<file path="config.mk">
export PLATFORM = sky130hd
export DESIGN_NAME = frrs_sequencer
export DESIGN_NICKNAME = d
export VERILOG_FILES = /design/src/logic/frrs_pkg.sv /design/src/logic/frrs_delay_timer.sv /design/src/logic/frrs_sequencer.sv
export SDC_FILE = /design/constraint.sdc
export NUM_CORES = 1
export LEC_CHECK = 0
export ABC_AREA = 1
export BUFFER_PORTS_ARGS = -buffer_cell sky130_fd_sc_hd__buf_4
export CAP_MARGIN = 20
export CORE_UTILIZATION = 40
export DETAILED_ROUTE_END_ITERATION = 8
export PLACE_DENSITY = 0.65
export SLEW_MARGIN = 10
export SYNTH_ARGS = -nofsm -noshare
export SYNTH_HDL_FRONTEND = slang
export SYNTH_SLANG_ARGS = --single-unit
</file>
<file path="constraint.sdc">
create_clock -name clk -period 4.58 [get_ports clk]
set_input_delay 0 -clock clk [delete_from_list [all_inputs] [get_ports clk]]
set_output_delay 0 -clock clk [all_outputs]
set_load 0.05 [all_outputs]
</file>
<file path="src/logic/frrs_pkg.sv">
// Purpose: constants and types for the fault restart retry sequencer
// Assumes: 25 MHz system clock, synchronous active-low reset
// Notes: Behaviour list below
// Behaviour
// - attempts equal retry field bits 5:3
// - code zero: no restart, output stays off
// - code all ones: retry without limit
// - codes one to five give that many attempts
// - attempts exhausted: output off until cleared
// - attempt spacing is delay count times unit
// - delay count code n means 2**n units
// - code six gives exactly six attempts
// - continuous retry stops on off, bias, fault
package frrs_pkg;

    // ------------------------------------------------------------
    // setting field layout
    // ------------------------------------------------------------
    localparam int FRRS_RETRY_MSB = 5;
    localparam int FRRS_RETRY_LSB = 3;
    localparam int FRRS_DELAY_MSB = 2;
    localparam int FRRS_DELAY_LSB = 0;
    localparam logic [2:0] FRRS_RETRY_NONE = 3'h0;
    localparam logic [2:0] FRRS_RETRY_CONT = 3'h7;

    // ------------------------------------------------------------
    // timing
    // ------------------------------------------------------------
    localparam int FRRS_CLK_HZ = 25000000;
    localparam int FRRS_UNIT_US_DEFAULT = 1;
    localparam int FRRS_UNIT_CYC_DEFAULT =
        (FRRS_CLK_HZ / 1000000) * FRRS_UNIT_US_DEFAULT;

    // ------------------------------------------------------------
    // sequencer states
    // ------------------------------------------------------------
    typedef enum logic [2:0] {
        FRRS_IDLE,
        FRRS_WAIT,
        FRRS_ATTEMPT,
        FRRS_LOCKOUT
    } frrs_state_t;

    // reset value of output enable
    localparam logic FRRS_EN_RESET = 1'b0;

endpackage

</file>
<file path="src/logic/frrs_delay_timer.sv">
// Purpose: counts 2**code delay units of programmable cycle length
// Assumes: start is a one-cycle pulse; unit_cycles is at least one
// Notes: done pulses one cycle when the delay has run out
`timescale 1ns/100ps
module frrs_delay_timer
    import frrs_pkg::*;
#(
    parameter int UNIT_W = 24
) (
    input wire logic clk,
    input wire logic rst_n,
    input wire logic start,
    input wire logic [2:0] code,
    input wire logic [UNIT_W-1:0] unit_cycles,
    output logic busy,
    output logic done
);

    logic [UNIT_W-1:0] cyc_reg;
    logic [7:0] units_reg;

    // ------------------------------------------------------------
    // count units then cycles within a unit
    // ------------------------------------------------------------
    always_ff @(posedge clk) begin
        if (!rst_n) begin
            busy <= 1'b0;
            done <= 1'b0;
            cyc_reg <= '0;
            units_reg <= 8'h00;
        end else begin
            done <= 1'b0;
            if (start) begin
                busy <= 1'b1;
                cyc_reg <= unit_cycles - UNIT_W'(1);
                units_reg <= 8'(8'h01 << code) - 8'h01;
            end else if (busy) begin
                if (cyc_reg != '0) begin
                    cyc_reg <= cyc_reg - UNIT_W'(1);
                end else if (units_reg != 8'h00) begin
                    units_reg <= units_reg - 8'h01;
                    cyc_reg <= unit_cycles - UNIT_W'(1);
                end else begin
                    busy <= 1'b0;
                    done <= 1'b1;
                end
            end
        end
    end

endmodule

</file>
<file path="src/logic/frrs_sequencer.sv">
// Purpose: sequences restart attempts after a fault shutdown
// Assumes: fault, clear and command inputs are on the clk domain
// Notes: the delay runs from the fault that ends each attempt
`timescale 1ns/100ps
module frrs_sequencer
    import frrs_pkg::*;
#(
    parameter int UNIT_W = 24,
    parameter logic [UNIT_W-1:0] UNIT_CYCLES =
        UNIT_W'(FRRS_UNIT_CYC_DEFAULT)
) (
    input wire logic clk,
    input wire logic rst_n,
    input wire logic [5:0] fault_setting,
    input wire logic fault_shutdown,
    input wire logic restart_ok,
    input wire logic fault_clear,
    input wire logic cmd_on,
    input wire logic bias_ok,
    input wire logic other_fault,
    output logic output_enable,
    output logic restart_pulse,
    output logic locked_out,
    output logic retrying,
    output logic [2:0] attempts_used
);

    frrs_state_t state_reg;
    logic [2:0] retry_code_reg;
    logic [2:0] delay_code_reg;
    logic [2:0] count_reg;
    logic tmr_start;
    logic tmr_done;
    logic stop_cont;
    logic first_fault;
    logic again_fault;
    logic launch;
    logic [2:0] tmr_code;

    // ------------------------------------------------------------
    // field decode
    // ------------------------------------------------------------
    function automatic logic [2:0] retry_field(input logic [5:0] s);
        return s[FRRS_RETRY_MSB:FRRS_RETRY_LSB];
    endfunction

    function automatic logic [2:0] delay_field(input logic [5:0] s);
        return s[FRRS_DELAY_MSB:FRRS_DELAY_LSB];
    endfunction

    // true while another attempt is still owed for this code
    function automatic logic attempts_left(
        input logic [2:0] code,
        input logic [2:0] used
    );
        return (code == FRRS_RETRY_CONT) || (used < code);
    endfunction

    // ------------------------------------------------------------
    // start conditions
    // ------------------------------------------------------------
    assign stop_cont = !cmd_on || !bias_ok || other_fault;

    // a fresh fault from idle, unless the code forbids any restart
    assign first_fault = (state_reg == FRRS_IDLE) && fault_shutdown &&
        (retry_field(fault_setting) != FRRS_RETRY_NONE);

    // an attempt that failed while more attempts are still owed
    assign again_fault = (state_reg == FRRS_ATTEMPT) && fault_shutdown &&
        !stop_cont && attempts_left(retry_code_reg, count_reg);

    assign tmr_start = first_fault || again_fault;

    // delay ran out and nothing told a continuous run to stop
    assign launch = (state_reg == FRRS_WAIT) && tmr_done &&
        !(retry_code_reg == FRRS_RETRY_CONT && stop_cont);

    // idle has not latched the code yet, so it is taken live there
    assign tmr_code = (state_reg == FRRS_IDLE) ?
        delay_field(fault_setting) : delay_code_reg;

    frrs_delay_timer #(
        .UNIT_W(UNIT_W)
    ) u_timer (
        .clk(clk),
        .rst_n(rst_n),
        .start(tmr_start),
        .code(tmr_code),
        .unit_cycles(UNIT_CYCLES),
        .busy(),
        .done(tmr_done)
    );

    // ------------------------------------------------------------
    // sequencer state
    // ------------------------------------------------------------
    always_ff @(posedge clk) begin
        if (!rst_n) begin
            state_reg <= FRRS_IDLE;
        end else if (fault_clear) begin
            state_reg <= FRRS_IDLE;
        end else begin
            case (state_reg)
                FRRS_IDLE: begin
                    if (first_fault) begin
                        state_reg <= FRRS_WAIT;
                    end else if (fault_shutdown) begin
                        state_reg <= FRRS_LOCKOUT;
                    end
                end
                FRRS_WAIT: begin
                    if (retry_code_reg == FRRS_RETRY_CONT && stop_cont) begin
                        state_reg <= FRRS_LOCKOUT;
                    end else if (tmr_done) begin
                        state_reg <= FRRS_ATTEMPT;
                    end
                end
                FRRS_ATTEMPT: begin
                    if (again_fault) begin
                        state_reg <= FRRS_WAIT;
                    end else if (fault_shutdown) begin
                        state_reg <= FRRS_LOCKOUT;
                    end else if (restart_ok) begin
                        state_reg <= FRRS_IDLE;
                    end
                end
                FRRS_LOCKOUT: begin
                    state_reg <= FRRS_LOCKOUT;
                end
                default: begin
                    state_reg <= FRRS_IDLE;
                end
            endcase
        end
    end

    // ------------------------------------------------------------
    // latched setting
    // ------------------------------------------------------------
    // a fresh fault latches the setting so mid-sequence writes
    // cannot change the number of attempts already promised
    always_ff @(posedge clk) begin
        if (!rst_n) begin
            retry_code_reg <= 3'h0;
            delay_code_reg <= 3'h0;
        end else if (!fault_clear && state_reg == FRRS_IDLE &&
            fault_shutdown) begin
            retry_code_reg <= retry_field(fault_setting);
            delay_code_reg <= delay_field(fault_setting);
        end
    end

    // ------------------------------------------------------------
    // attempt counter
    // ------------------------------------------------------------
    // continuous mode never counts, so the 3-bit counter cannot wrap
    always_ff @(posedge clk) begin
        if (!rst_n) begin
            count_reg <= 3'h0;
        end else if (fault_clear) begin
            count_reg <= 3'h0;
        end else if (state_reg == FRRS_IDLE && fault_shutdown) begin
            count_reg <= 3'h0;
        end else if (state_reg == FRRS_ATTEMPT && !fault_shutdown &&
            restart_ok) begin
            count_reg <= 3'h0;
        end else if (launch && retry_code_reg != FRRS_RETRY_CONT) begin
            count_reg <= count_reg + 3'h1;
        end
    end

    // ------------------------------------------------------------
    // output stage enable
    // ------------------------------------------------------------
    // clear re-enables at once; idle then follows command and bias
    always_ff @(posedge clk) begin
        if (!rst_n) begin
            output_enable <= FRRS_EN_RESET;
        end else if (fault_clear) begin
            output_enable <= 1'b1;
        end else begin
            case (state_reg)
                FRRS_IDLE: begin
                    output_enable <= cmd_on && bias_ok && !fault_shutdown;
                end
                FRRS_WAIT: begin
                    output_enable <= launch;
                end
                FRRS_ATTEMPT: begin
                    output_enable <= output_enable && !fault_shutdown;
                end
                default: begin
                    output_enable <= 1'b0;
                end
            endcase
        end
    end

    // ------------------------------------------------------------
    // attempt start strobe
    // ------------------------------------------------------------
    always_ff @(posedge clk) begin
        if (!rst_n) begin
            restart_pulse <= 1'b0;
        end else begin
            restart_pulse <= launch && !fault_clear;
        end
    end

    // ------------------------------------------------------------
    // status
    // ------------------------------------------------------------
    // taken from the state, not the timer, so there is no gap
    // between the end of a delay and the attempt that follows
    always_ff @(posedge clk) begin
        if (!rst_n) begin
            locked_out <= 1'b0;
            retrying <= 1'b0;
        end else begin
            locked_out <= (state_reg == FRRS_LOCKOUT);
            retrying <= (state_reg == FRRS_WAIT) ||
                (state_reg == FRRS_ATTEMPT);
        end
    end

    always_ff @(posedge clk) begin
        if (!rst_n) begin
            attempts_used <= 3'h0;
        end else begin
            attempts_used <= count_reg;
        end
    end

endmodule

</file>
* After elaboration in Yosys (flattened, before gate mapping) *
Index checks and enable logic that the tools add are counted.

cells by class
  magnitude comparators = 1
  mux-type cells = 24
  shifts and indexed selects = 1
  reduce and logical (&&, ||, !) cells = 44
  equality and inequality tests = 9
  bitwise operators = 2
  add/sub/neg operators = 4

operators by type and width
  operator                                                              number
  24-bit two-way mux                                                    2
  8-bit two-way mux                                                     4
  3-bit two-way mux                                                     8
  24-bit nonzero test                                                   1
  24-bit by 1-bit subtractor with 24-bit output, second input constant  1
  1-bit logical AND                                                     17
  8-bit by 1-bit subtractor with 8-bit output, second input constant    2
  3-bit case mux with 4 select lines                                    1
  5-bit two-way mux                                                     2
  8-bit nonzero test                                                    1
  4-bit OR reduction                                                    2
  1-bit by 3-bit left shift with 8-bit output, first input constant     1
  3-bit by 2-bit == test with 1-bit output, second input constant       2
  1-bit logical NOT                                                     6
  1-bit two-way mux                                                     6
  3-bit != test, second input constant                                  2
  3-bit AND reduction                                                   2
  2-bit nonzero test                                                    3
  3-bit nonzero test                                                    2
  1-bit logical OR                                                      5
  4-bit != test, second input constant                                  1
  2-bit AND reduction                                                   2
  2-bit OR reduction                                                    2
  3-bit by 1-bit adder with 3-bit output, second input constant         1
  other kinds (8)                                                       9

storage, ports and cells
  input bits = 14
  register bits after elaboration = 53
  logic and storage cells = 99

* Depth between registers and ports, before layout *
Gate-level depths: netlist of run 1.

  word-level depth = 9
  mapped depth = 19
  mapped depth without buffers = 18

* By module *
A second synthesis of run 1 with hierarchy kept.

unflattened totals
  cell total of the unflattened synthesis = 692
  area, all modules = 4071.4 um2

by module, submodules not included
  module            cells each  area each (um2)  seq. area each (um2)  times used
  frrs_delay_timer  546         3075.4           680.7                 1
  frrs_sequencer    146         996.0            360.3                 1

* Worst setup path before layout of run 1 *
No wires, ideal clock.

  kind = reg-to-reg
  from = register retry_code_reg[2]
  to = register u_timer.units_reg[2]
  data arrival time = 2.039 ns
  path slack = 2.425 ns
  stages on the path, launching flop included = 16
  buffers on the path = 1
  clock period less this slack = 2.155 ns
  data required time = 4.465 ns
  cell sequence = dfxtp_1 -> inv_1 -> ha_1 -> a21oi_1 -> nand2_1 -> nand2_1 -> nand2_2 -> nand2_4 -> buf_6 -> nand2_1 -> o21ai_2 -> inv_1 -> ha_1 -> xor2_1 -> o21ai_0 -> inv_1

on the way
  cells in the longest elaborated chain, start to end = 6
  elaborated cells between the ends (all ways) = 10
  classes of those cells = order compare: 1; eq/ne: 2; mux: 1; reduce/logical: 6

RTL lines
  what                                                                         line                    text
  start: declaration                                                           frrs_sequencer.sv:29    logic [2:0] retry_code_reg;
  start signal: assignment                                                     frrs_sequencer.sv:148   retry_code_reg <= retry_field(fault_setting);
  3-bit < comparator / 3-bit == test (equally long branches)                   frrs_sequencer.sv:56    return (code == FRRS_RETRY_CONT) || (used < code);
  1-bit logical OR (*)                                                         frrs_sequencer.sv:56
  1-bit logical AND (*)                                                        frrs_sequencer.sv:70    !stop_cont && attempts_left(retry_code_reg, count_reg);
  1-bit logical OR (*)                                                         frrs_sequencer.sv:72    assign tmr_start = first_fault || again_fault;
  2-bit != test (no source line) / 2-bit nonzero test (equally long branches)  -
  3-bit AND reduction (no source line)                                         -
  end signal: assignment                                                       frrs_delay_timer.sv:36  units_reg <= 8'(8'h01 << code) - 8'h01;
  end signal: assignment                                                       frrs_delay_timer.sv:41  units_reg <= units_reg - 8'h01;
  end: declaration                                                             frrs_delay_timer.sv:20  logic [7:0] units_reg;

Mark *: on every way between the ends. The rest lies on a longest branch, timed or not.
A chain may end at the register's enable or synchronous reset.

* Worst setup path after layout of run 1 *
  from = register state_reg[0]
  to = register u_timer.units_reg[2]

on the way
  cells in the longest elaborated chain, start to end = 7
  elaborated cells between the ends (all ways) = 16
  classes of those cells = add/sub: 1; eq/ne: 2; shift: 1; mux: 2; reduce/logical: 10

RTL lines
  what                                                                                                 line                   text
  start: declaration                                                                                   frrs_sequencer.sv:28   frrs_state_t state_reg;
  start signal: assignment                                                                             frrs_sequencer.sv:99   state_reg <= FRRS_IDLE;
  start signal: assignment                                                                             frrs_sequencer.sv:101  state_reg <= FRRS_IDLE;
  start signal: assignment                                                                             frrs_sequencer.sv:106  state_reg <= FRRS_WAIT;
  parallel branches: the longest is 7 deep, another holds 8-bit by 1-bit subtractor with 8-bit output  -

Parallel ways; which one is timed is not known.

==> parameters.txt, run 1 <==
Parameter                              Value

Synthesis
  Dominant cell type by area after synthesis    sky130_fd_sc_hd__dfxtp_1
  Largest cells by area after synthesis    sky130_fd_sc_hd__dfxtp_1, sky130_fd_sc_hd__nand2_1, sky130_fd_sc_hd__nor2_1
  Synth unique cells    40
  Count of state elements after synthesis    52
  Count leader, synth    sky130_fd_sc_hd__nand2_1
  Syn Area/Cell    6.988 um^2
  Post-synth ARST share    0%
  Leading cell types by count after synthesis    sky130_fd_sc_hd__nand2_1, sky130_fd_sc_hd__nor2_1, sky130_fd_sc_hd__inv_1, sky130_fd_sc_hd__dfxtp_1, sky130_fd_sc_hd__a21oi_1
  Synth warn    0
  Number of instances in the synthesized netlist    451
  Post-synth top flop    sky130_fd_sc_hd__dfxtp_1
  Sequential-to-total area share from yosys stat    between 30 and 40%
  Post-Synthesis Cell Area    between 3000 and 4000 um^2
  Post-synth net total    between 400 and 500
  Number of flops mapped to enable cells by yosys    0
  Post-synth top area share    33.03%

Clock network
  Number of buffers on the longest clock path    2
  Buffers inserted during post-CTS setup optimization    0
  Clock input transition at the sequential cells of the worst setup and hold paths    between 100 and 150 ps
  Worst skew pair latency    ~320 ps
  CTS tree    yes
  Inserted Clock Buffers    5
  Sinks on Clock Net    52
  Deepest level of the CTS H-tree    2
  Clock root buffer master    sky130_fd_sc_hd__clkbuf_8

Placed design
  Hpwl dp    approximately 5.2 mm
  Count of buffers inserted at the top-level ports    20
  RD Place Congestion    between 0.8 and 0.9
  Worst Setup Slack post-DPL    about 2300 ps

Timing
  Worst setup slack after layout    2256 ps
  Headroom to the max-slew limit    ~56%
  Clock skew    about 14 ps
  Sum of negative setup slack    0 ps
  Least-Margin Pin Slew    about 650 ps
  Setup repair after global routing missed its margin    false
  Number of max-slew violations in the final report    0
  Achievable frequency    0.4303 GHz
  Final min period    2324 ps
  Endpoints failing setup    0
  Number of hold-slack violations in the final timing report    0
  Post-route fraction of the period consumed by the critical path    between 50% and 60%

Die
  Die Area    around 8200 um^2
  Initial standard-cell utilization of the core    between 40% and 50%
  Top-Level Pins    21
  Die Height    between 90 and 100 um
  Width of the chip    between 90 and 100 um
  Placement row count    32
  Total core area    7687 um^2

Worst hold path
  Hold Path Class    input port to flip-flop

Layout
  Area Overhead vs Synth    12.19%
  Final layout net count    502
  Combined flip-flop and latch cell area    1041 um^2
  Max reg flops    24
  Filler Cells Inserted    820
  N_diodes    0
  Multi-input combinational cell area    1797 um^2
  Fraction of final layout cells sized beyond drive strength 1    between 15 and 20%

Setup path
  Required time at the worst-slack endpoint    4810 ps
  Arrival time worst endpoint    2550 ps
  Cell-by-cell trace of the critical path    inv_1 > ha_1 > nand2_1 > inv_2 > o31ai_4 > nand2_4 > o21ai_2 > inv_1 > ha_1 > xor2_1 > o21ai_0 > inv_1
  Cell with the largest stage delay on the worst path    sky130_fd_sc_hd__dfxtp_1
  Critical Path End Type    flip-flop
  Cell repeated most along the worst path    sky130_fd_sc_hd__inv_1
  Category of the worst setup path launch point    flip-flop
  Critical path start-end classification    flip-flop to flip-flop
  Critical Path Fanout Max    16
  Slowest Stage Delay on Critical Path    400 ps

Detailed routing
  Vias per Instance    between 4 and 5
  Detailed router's first-iteration violation count    between 90 and 100
  Final routed wirelength across all metal layers    6.812 mm
  Post-detailed-route DRC marker count    0
  Detailed-route wire length per cell    approximately 12 um
  Number of vias in the routed layout    2,879
  Router iterations before antenna repair    4
  Count of nets left with antenna violations after detail routing    0

Global routing
  First-pass GRT wire length    11.86 mm
  GR Layer Usage met3    3.704%
  Global router's overall resource usage    between 10% and 20%
  GR Layer Usage met2    30.62%
  Most used routing layer    met2
  Pin count of the biggest net entering global routing    20
  Met1 global-route usage    21.01%
  Number of global-route vias before repair    between 2,000 and 3,000
  Remaining global-route overflow    0
  Initial antenna violation count    0

Run
  Number of max-cap violations    0

Outcome
  Run status    finished clean

Power and ir drop
  Leakage power    around 0.0017 uW
  Max VDD drop    a little over 0.3 mV
  Cell Pwr Density    approximately 600 nW/um^2
[cell type report]
type | instances | share of cell area [%]
sequential | 52 | 29.44
timing repair buffer | 26 | 5.945
clock inverter | 3 | 0.7077
clock buffer | 5 | 1.946
tap | 102 | 3.609
inverter | 69 | 7.537
multi-input combinational | 325 | 50.81
[final timing paths]
kind | start | to | slack, ps | cells past startpoint
hold / removal | fault_setting[5] | retry_code_reg[2]$_SDFFE_PN0P_ | 10 | 3
setup reg to reg | state_reg[0]$_SDFFE_PP0P_ | u_timer.units_reg[2]$_SDFFE_PN0P_ | 2260 | 12
setup / recovery | state_reg[0]$_SDFFE_PP0P_ | u_timer.units_reg[2]$_SDFFE_PN0P_ | 2260 | 12
hold reg to reg | u_timer.cyc_reg[1]$_SDFFE_PP0P_ | u_timer.cyc_reg[1]$_SDFFE_PP0P_ | 470 | 2
[layer usage]
metal / up-vias / wire length [um]
met3: 13 / 286
li1: 1502 / -
met2: 52 / 3214
met4: 0 / 163
met5: - / 0
met1: 1312 / 3148
[critical path, delay by kind of cell, from the launching register on]
| family | cells | cell delay (ps) |
|---|---|---|
| flops | 1 | 400 |
| fa+ha+maj | 2 | 550 |
| simple gates | 2 | 340 |
| compound gates | 3 | 500 |
| buf+inv | 4 | 260 |
| xor+xnor | 1 | 170 |
[repair_timing]
action	in CTS	in global routing
hold buffers	6	0
gates resized for setup	0	0
endpoints found under the hold margin	6	0
[layout by cell type, fill, tap and decap left out, types with 4 or more instances in the layout]
cell and instances:
sky130_fd_sc_hd__ha_1 9, sky130_fd_sc_hd__nand3_1 20, sky130_fd_sc_hd__o21ai_2 10, sky130_fd_sc_hd__clkbuf_8 5, sky130_fd_sc_hd__o21ai_1 8, sky130_fd_sc_hd__nor2_1 71, sky130_fd_sc_hd__xor2_1 6, sky130_fd_sc_hd__nor2_4 5
sky130_fd_sc_hd__nand2_1 79, sky130_fd_sc_hd__nor3_1 12, sky130_fd_sc_hd__nor2_2 5, sky130_fd_sc_hd__nand2_4 9, sky130_fd_sc_hd__o21ai_0 21, sky130_fd_sc_hd__buf_4 20, sky130_fd_sc_hd__dfxtp_1 52, sky130_fd_sc_hd__inv_1 60
sky130_fd_sc_hd__a21oi_2 4, sky130_fd_sc_hd__inv_2 4, sky130_fd_sc_hd__dlygate4sd3_1 6, sky130_fd_sc_hd__nand4_1 6, sky130_fd_sc_hd__nand2_2 5, sky130_fd_sc_hd__a21oi_1 33
[per-stage QoR]
| step | instance area (um^2) | utilization, % | std cells | power (uW) | hold slack (ps) |
|---|---|---|---|---|---|
| 2_1_floorplan | 3152 | - | 451 | 1666 | 117.4 |
| 3_5_place_dp | 3382 | 43.99 | 568 | 1887 | 244.2 |
| 3_3_place_gp | 3382 | 43.99 | 568 | 1869 | 243.3 |
| 5_1_grt | 3536 | 46.00 | 582 | 2376 | 5.995 |
| 6_report | 3536 | 46.00 | 582 | 2164 | 10.29 |
| 4_1_cts | 3536 | 46.00 | 582 | 2184 | 7.670 |
[power by group]
part           internal [uW]  switching [uW]
Combinational            441             794
Clock                    112             173
Sequential               547            97.2
Total                   1100            1060
[cells by family (layout without fill, tap and decap cells)]
group,after synthesis,after routing,share of synthesized area (%)
compound gates,82,82,15.44
xor+xnor,8,8,2.223
fa+ha+maj,9,9,3.573
buf+inv,74,103,9.964
flops,52,52,33.03
simple gates,226,226,35.77
No activity file was read; power rests on OpenSTA's default activity.
==> run 2, diff against run 1 <==
PLACE_DENSITY = 0.67   (was 0.65)
clock period = 2.1 ns   (was 4.58 ns; I/O delays follow)
==> run 2 against run 1 <==
Combinational power up 140%. Sequential power rose by 120%. Final cell count up 4.0%. Flip-flop and latch count unchanged. Setup slack got worse by 2200 ps. Maximum frequency up 16%. Via count rose by 1.7%. First-iteration DRC count decreased by 35%. Die area stayed put. Critical path depth rose by 7. Critical path type unchanged.
==> parameters.txt, run 2 (synthesized netlist as in run 1, its figures left out) <==
Parameter                              Value

Layout
  Final layout net count    525 (+4.6%)
  Filler Cells Inserted    783 (-4.5%)
  Fraction of final layout cells sized beyond drive strength 1    25.45% (+8.8 points)
  Most common library cell in the layout ignoring fill and taps    sky130_fd_sc_hd__nand2_1
  Commonest non-fill, non-tap cells in the layout    sky130_fd_sc_hd__nand2_1, sky130_fd_sc_hd__nor2_1, sky130_fd_sc_hd__inv_1
  Finished Layout Cells    605 (+4.0%)
  N_diodes    0 (unchanged)
  Max reg flops    24 (unchanged)
  Final std cell area, no fill    3865 um^2 (+9.3%)
  Area Overhead vs Synth    22.63%

Power and ir drop
  Max VDD drop    0.6941 mV (+130%)
  Total power    5129 uW (+140%)
  Internal Dissipation    2761 uW (+150%)
  Fraction of power consumed by sequential logic    27.4% (-2.4 points)
  Proportion of power drawn by the clock network    14.2% (+1.0 points)
  Logic pwr share    58.4% (+1.3 points)
  Leakage power    0.001824 uW (+9.7%)
  Switching fraction of total power    46.17% (-3.0 points)
  Cell Pwr Density    1327 nW/um^2 (+120%)
  NetSw    2368 uW (+120%)

Setup path
  Cell repeated most along the worst path    sky130_fd_sc_hd__nand2_4
  Slowest Stage Delay on Critical Path    350 ps (-50 ps)
  Cell type group with the largest total delay on the critical path    simple AND/OR/NAND/NOR gates
  Cell with the largest stage delay on the worst path    sky130_fd_sc_hd__dfxtp_2
  Depth of the critical timing path with buffers and inverters included    19 (+7)
  Required time at the worst-slack endpoint    2370 ps (-2440 ps)
  R2R Setup Slk    100 ps (-2160 ps)
  Critical Path End Type    flip-flop
  Buf/Inv on CP    5 (+1)
  Reg2Reg Depth    19 (+7)
  Worst R2R End    u_timer.units_reg[3]$_SDFFE_PN0P_
  Cell-by-cell trace of the critical path    inv_2 > ha_4 > nand2_2 > inv_2 > nand2_1 > nand2_1 > nand2_2 > nand2_4 > nand2_8 > buf_6 > nand2_4 > nand2_4 > inv_4 > nand2_4 > nor2_4 > a21oi_2 > o21ai_1 > nand2_1 > inv_1
  Critical Path Fanout Max    6 (-10)
  Worst r2r src    retry_code_reg[2]$_SDFFE_PN0P_
  Category of the worst setup path launch point    flip-flop
  Arrival time worst endpoint    2270 ps (-280 ps)
  Critical path start-end classification    flip-flop to flip-flop

Placed design
  Hpwl dp    5.222 mm (+0.12%)
  Worst Setup Slack post-DPL    -36.38 ps (-2310 ps)
  Post-placement cell area    3500 um^2 (+3.5%)
  RD Place Congestion    0.8408 (-0.77%)
  Placed cell count    582 (+2.5%)
  Count of buffers inserted at the top-level ports    20 (unchanged)

Die
  Die Area    8238 um^2 (unchanged)
  Placement row count    32 (unchanged)
  Initial standard-cell utilization of the core    41.00% (unchanged)
  Width of the chip    90.77 um (unchanged)
  Top-Level Pins    21 (unchanged)
  Total core area    7687 um^2 (unchanged)
  Die Height    90.77 um (unchanged)

Timing
  Headroom to the max-slew limit    68.65% (+12 points)
  Endpoints failing setup    0 (unchanged)
  Worst setup slack after layout    96.84 ps (-2159 ps)
  Number of max-slew violations in the final report    0 (unchanged)
  Sum of negative setup slack    0 ps (unchanged)
  Post-route fraction of the period consumed by the critical path    95.39% (+45 points)
  Number of hold-slack violations in the final timing report    0 (unchanged)
  Setup repair after global routing missed its margin    true
  Clock skew    11.83 ps (-1.884 ps)
  Final min period    2003 ps (-320.8 ps)
  Least-Margin Pin Slew    470.2 ps (-181.9 ps)
  Achievable frequency    0.4992 GHz (+16%)

Run
  Number of max-cap violations    0 (unchanged)

Worst hold path
  Hold wc startpoint    rst_n
  Hold path cells    3 (unchanged)
  Min-Delay Endpoint    retrying$_SDFF_PN0_
  Hold Path Class    input port to flip-flop

Global routing
  Pin count of the biggest net entering global routing    18 (-10%)
  GR Layer Usage met2    30.87% (+0.25 points)
  Most used routing layer    met2
  Remaining global-route overflow    0 (unchanged)
  Initial antenna violation count    0 (unchanged)
  Global router's overall resource usage    17.49% (-0.070 points)
  First-pass GRT wire length    11.79 mm (-0.64%)
  GR Layer Usage met3    4.040% (+0.34 points)
  Met1 global-route usage    21.65% (+0.63 points)
  Number of global-route vias before repair    2,712 (-2.1%)

Clock network
  CTS tree    yes
  Worst skew pair latency    310 ps (about the same)
  Inserted Clock Buffers    5 (unchanged)
  Number of buffers on the longest clock path    2 (unchanged)
  Clock root buffer master    sky130_fd_sc_hd__clkbuf_8
  Deepest level of the CTS H-tree    2 (unchanged)
  Clock input transition at the sequential cells of the worst setup and hold paths    100 ps (about the same)
  Sinks on Clock Net    52 (unchanged)

Detailed routing
  Number of vias in the routed layout    2,927 (+1.7%)
  Detailed-route wire length per cell    11.72 um (about the same)
  Count of nets left with antenna violations after detail routing    0 (unchanged)
  Vias per Instance    4.838 (-2.2%)
  Final routed wirelength across all metal layers    7.088 mm (+4.1%)
  Router iterations before antenna repair    4 (unchanged)
  Detailed router's first-iteration violation count    61 (-35%)
  Post-detailed-route DRC marker count    0 (unchanged)

Outcome
  Run status    finished clean
## run 2: worst max-delay path by stage
stage,slack (ps),end,startpoint
2_1_floorplan,8,u_timer.units_reg[2]$_SDFFE_PN0P_,retry_code_reg[2]$_SDFFE_PN0P_
3_3_place_gp,10,u_timer.units_reg[4]$_SDFFE_PN0P_,retry_code_reg[2]$_SDFFE_PN0P_
3_5_place_dp,-40,u_timer.units_reg[4]$_SDFFE_PN0P_,retry_code_reg[2]$_SDFFE_PN0P_
4_1_cts,10,u_timer.units_reg[3]$_SDFFE_PN0P_,retry_code_reg[2]$_SDFFE_PN0P_
5_1_grt,-50,u_timer.units_reg[3]$_SDFFE_PN0P_,retry_code_reg[2]$_SDFFE_PN0P_
6_report,100,u_timer.units_reg[3]$_SDFFE_PN0P_,retry_code_reg[2]$_SDFFE_PN0P_
## run 2: layout make-up
type	instances	area, um^2	share of cell area [%]
Tap cell	102	127.6	3.302
Clock inverter	2	38.79	1.004
Sequential cell	52	1047	27.10
Timing Repair Buffer	48	379.1	9.809
Inverter	69	271.5	7.025
Multi-Input combinational cell	326	1918	49.63
Clock buffer	6	82.58	2.137
## run 2: metal layers
metal | vias to the layer above | share of wire (%)
li1 | 1548 | -
met1 | 1332 | 47
met2 | 39 | 49
met3 | 8 | 2.8
met4 | 0 | 1.2
met5 | - | 0
## run 2: power by group through the flow
stage	Sequential [uW]	Clock, uW	Combinational [uW]
floorplan	1380	0	2270
global placement	1410	0	2810
detailed placement	1410	0	2840
CTS	1390	764	2880
global route	1430	802	3360
finish	1400	729	3000
## run 2: what timing repair did
action / 4_1_cts / 5_1_grt
buffers inserted: 2 / 6
pin swaps: 1 / 12
resized for setup: 6 / 26
hold buffers: 5 / 1
endpoints found under the setup margin: 11 / 23
hold endpoints to repair: 5 / 1
cloned: 1 / 0
## run 2: metrics by stage
| step | utilization, % | hold WS (ps) |
|---|---|---|
| after global placement | 45.52 | 240.7 |
| after CTS | 48.37 | 0.7240 |
| after floorplan | - | 117.4 |
| after global routing | 50.28 | 5.781 |
| final | 50.28 | 13.20 |
| after detailed placement | 45.52 | 245.5 |
## run 2: worst min-delay path, cell delays in order
cell	delay [ps]
sky130_fd_sc_hd__buf_4	180
sky130_fd_sc_hd__nand2_1	70
sky130_fd_sc_hd__inv_1	30
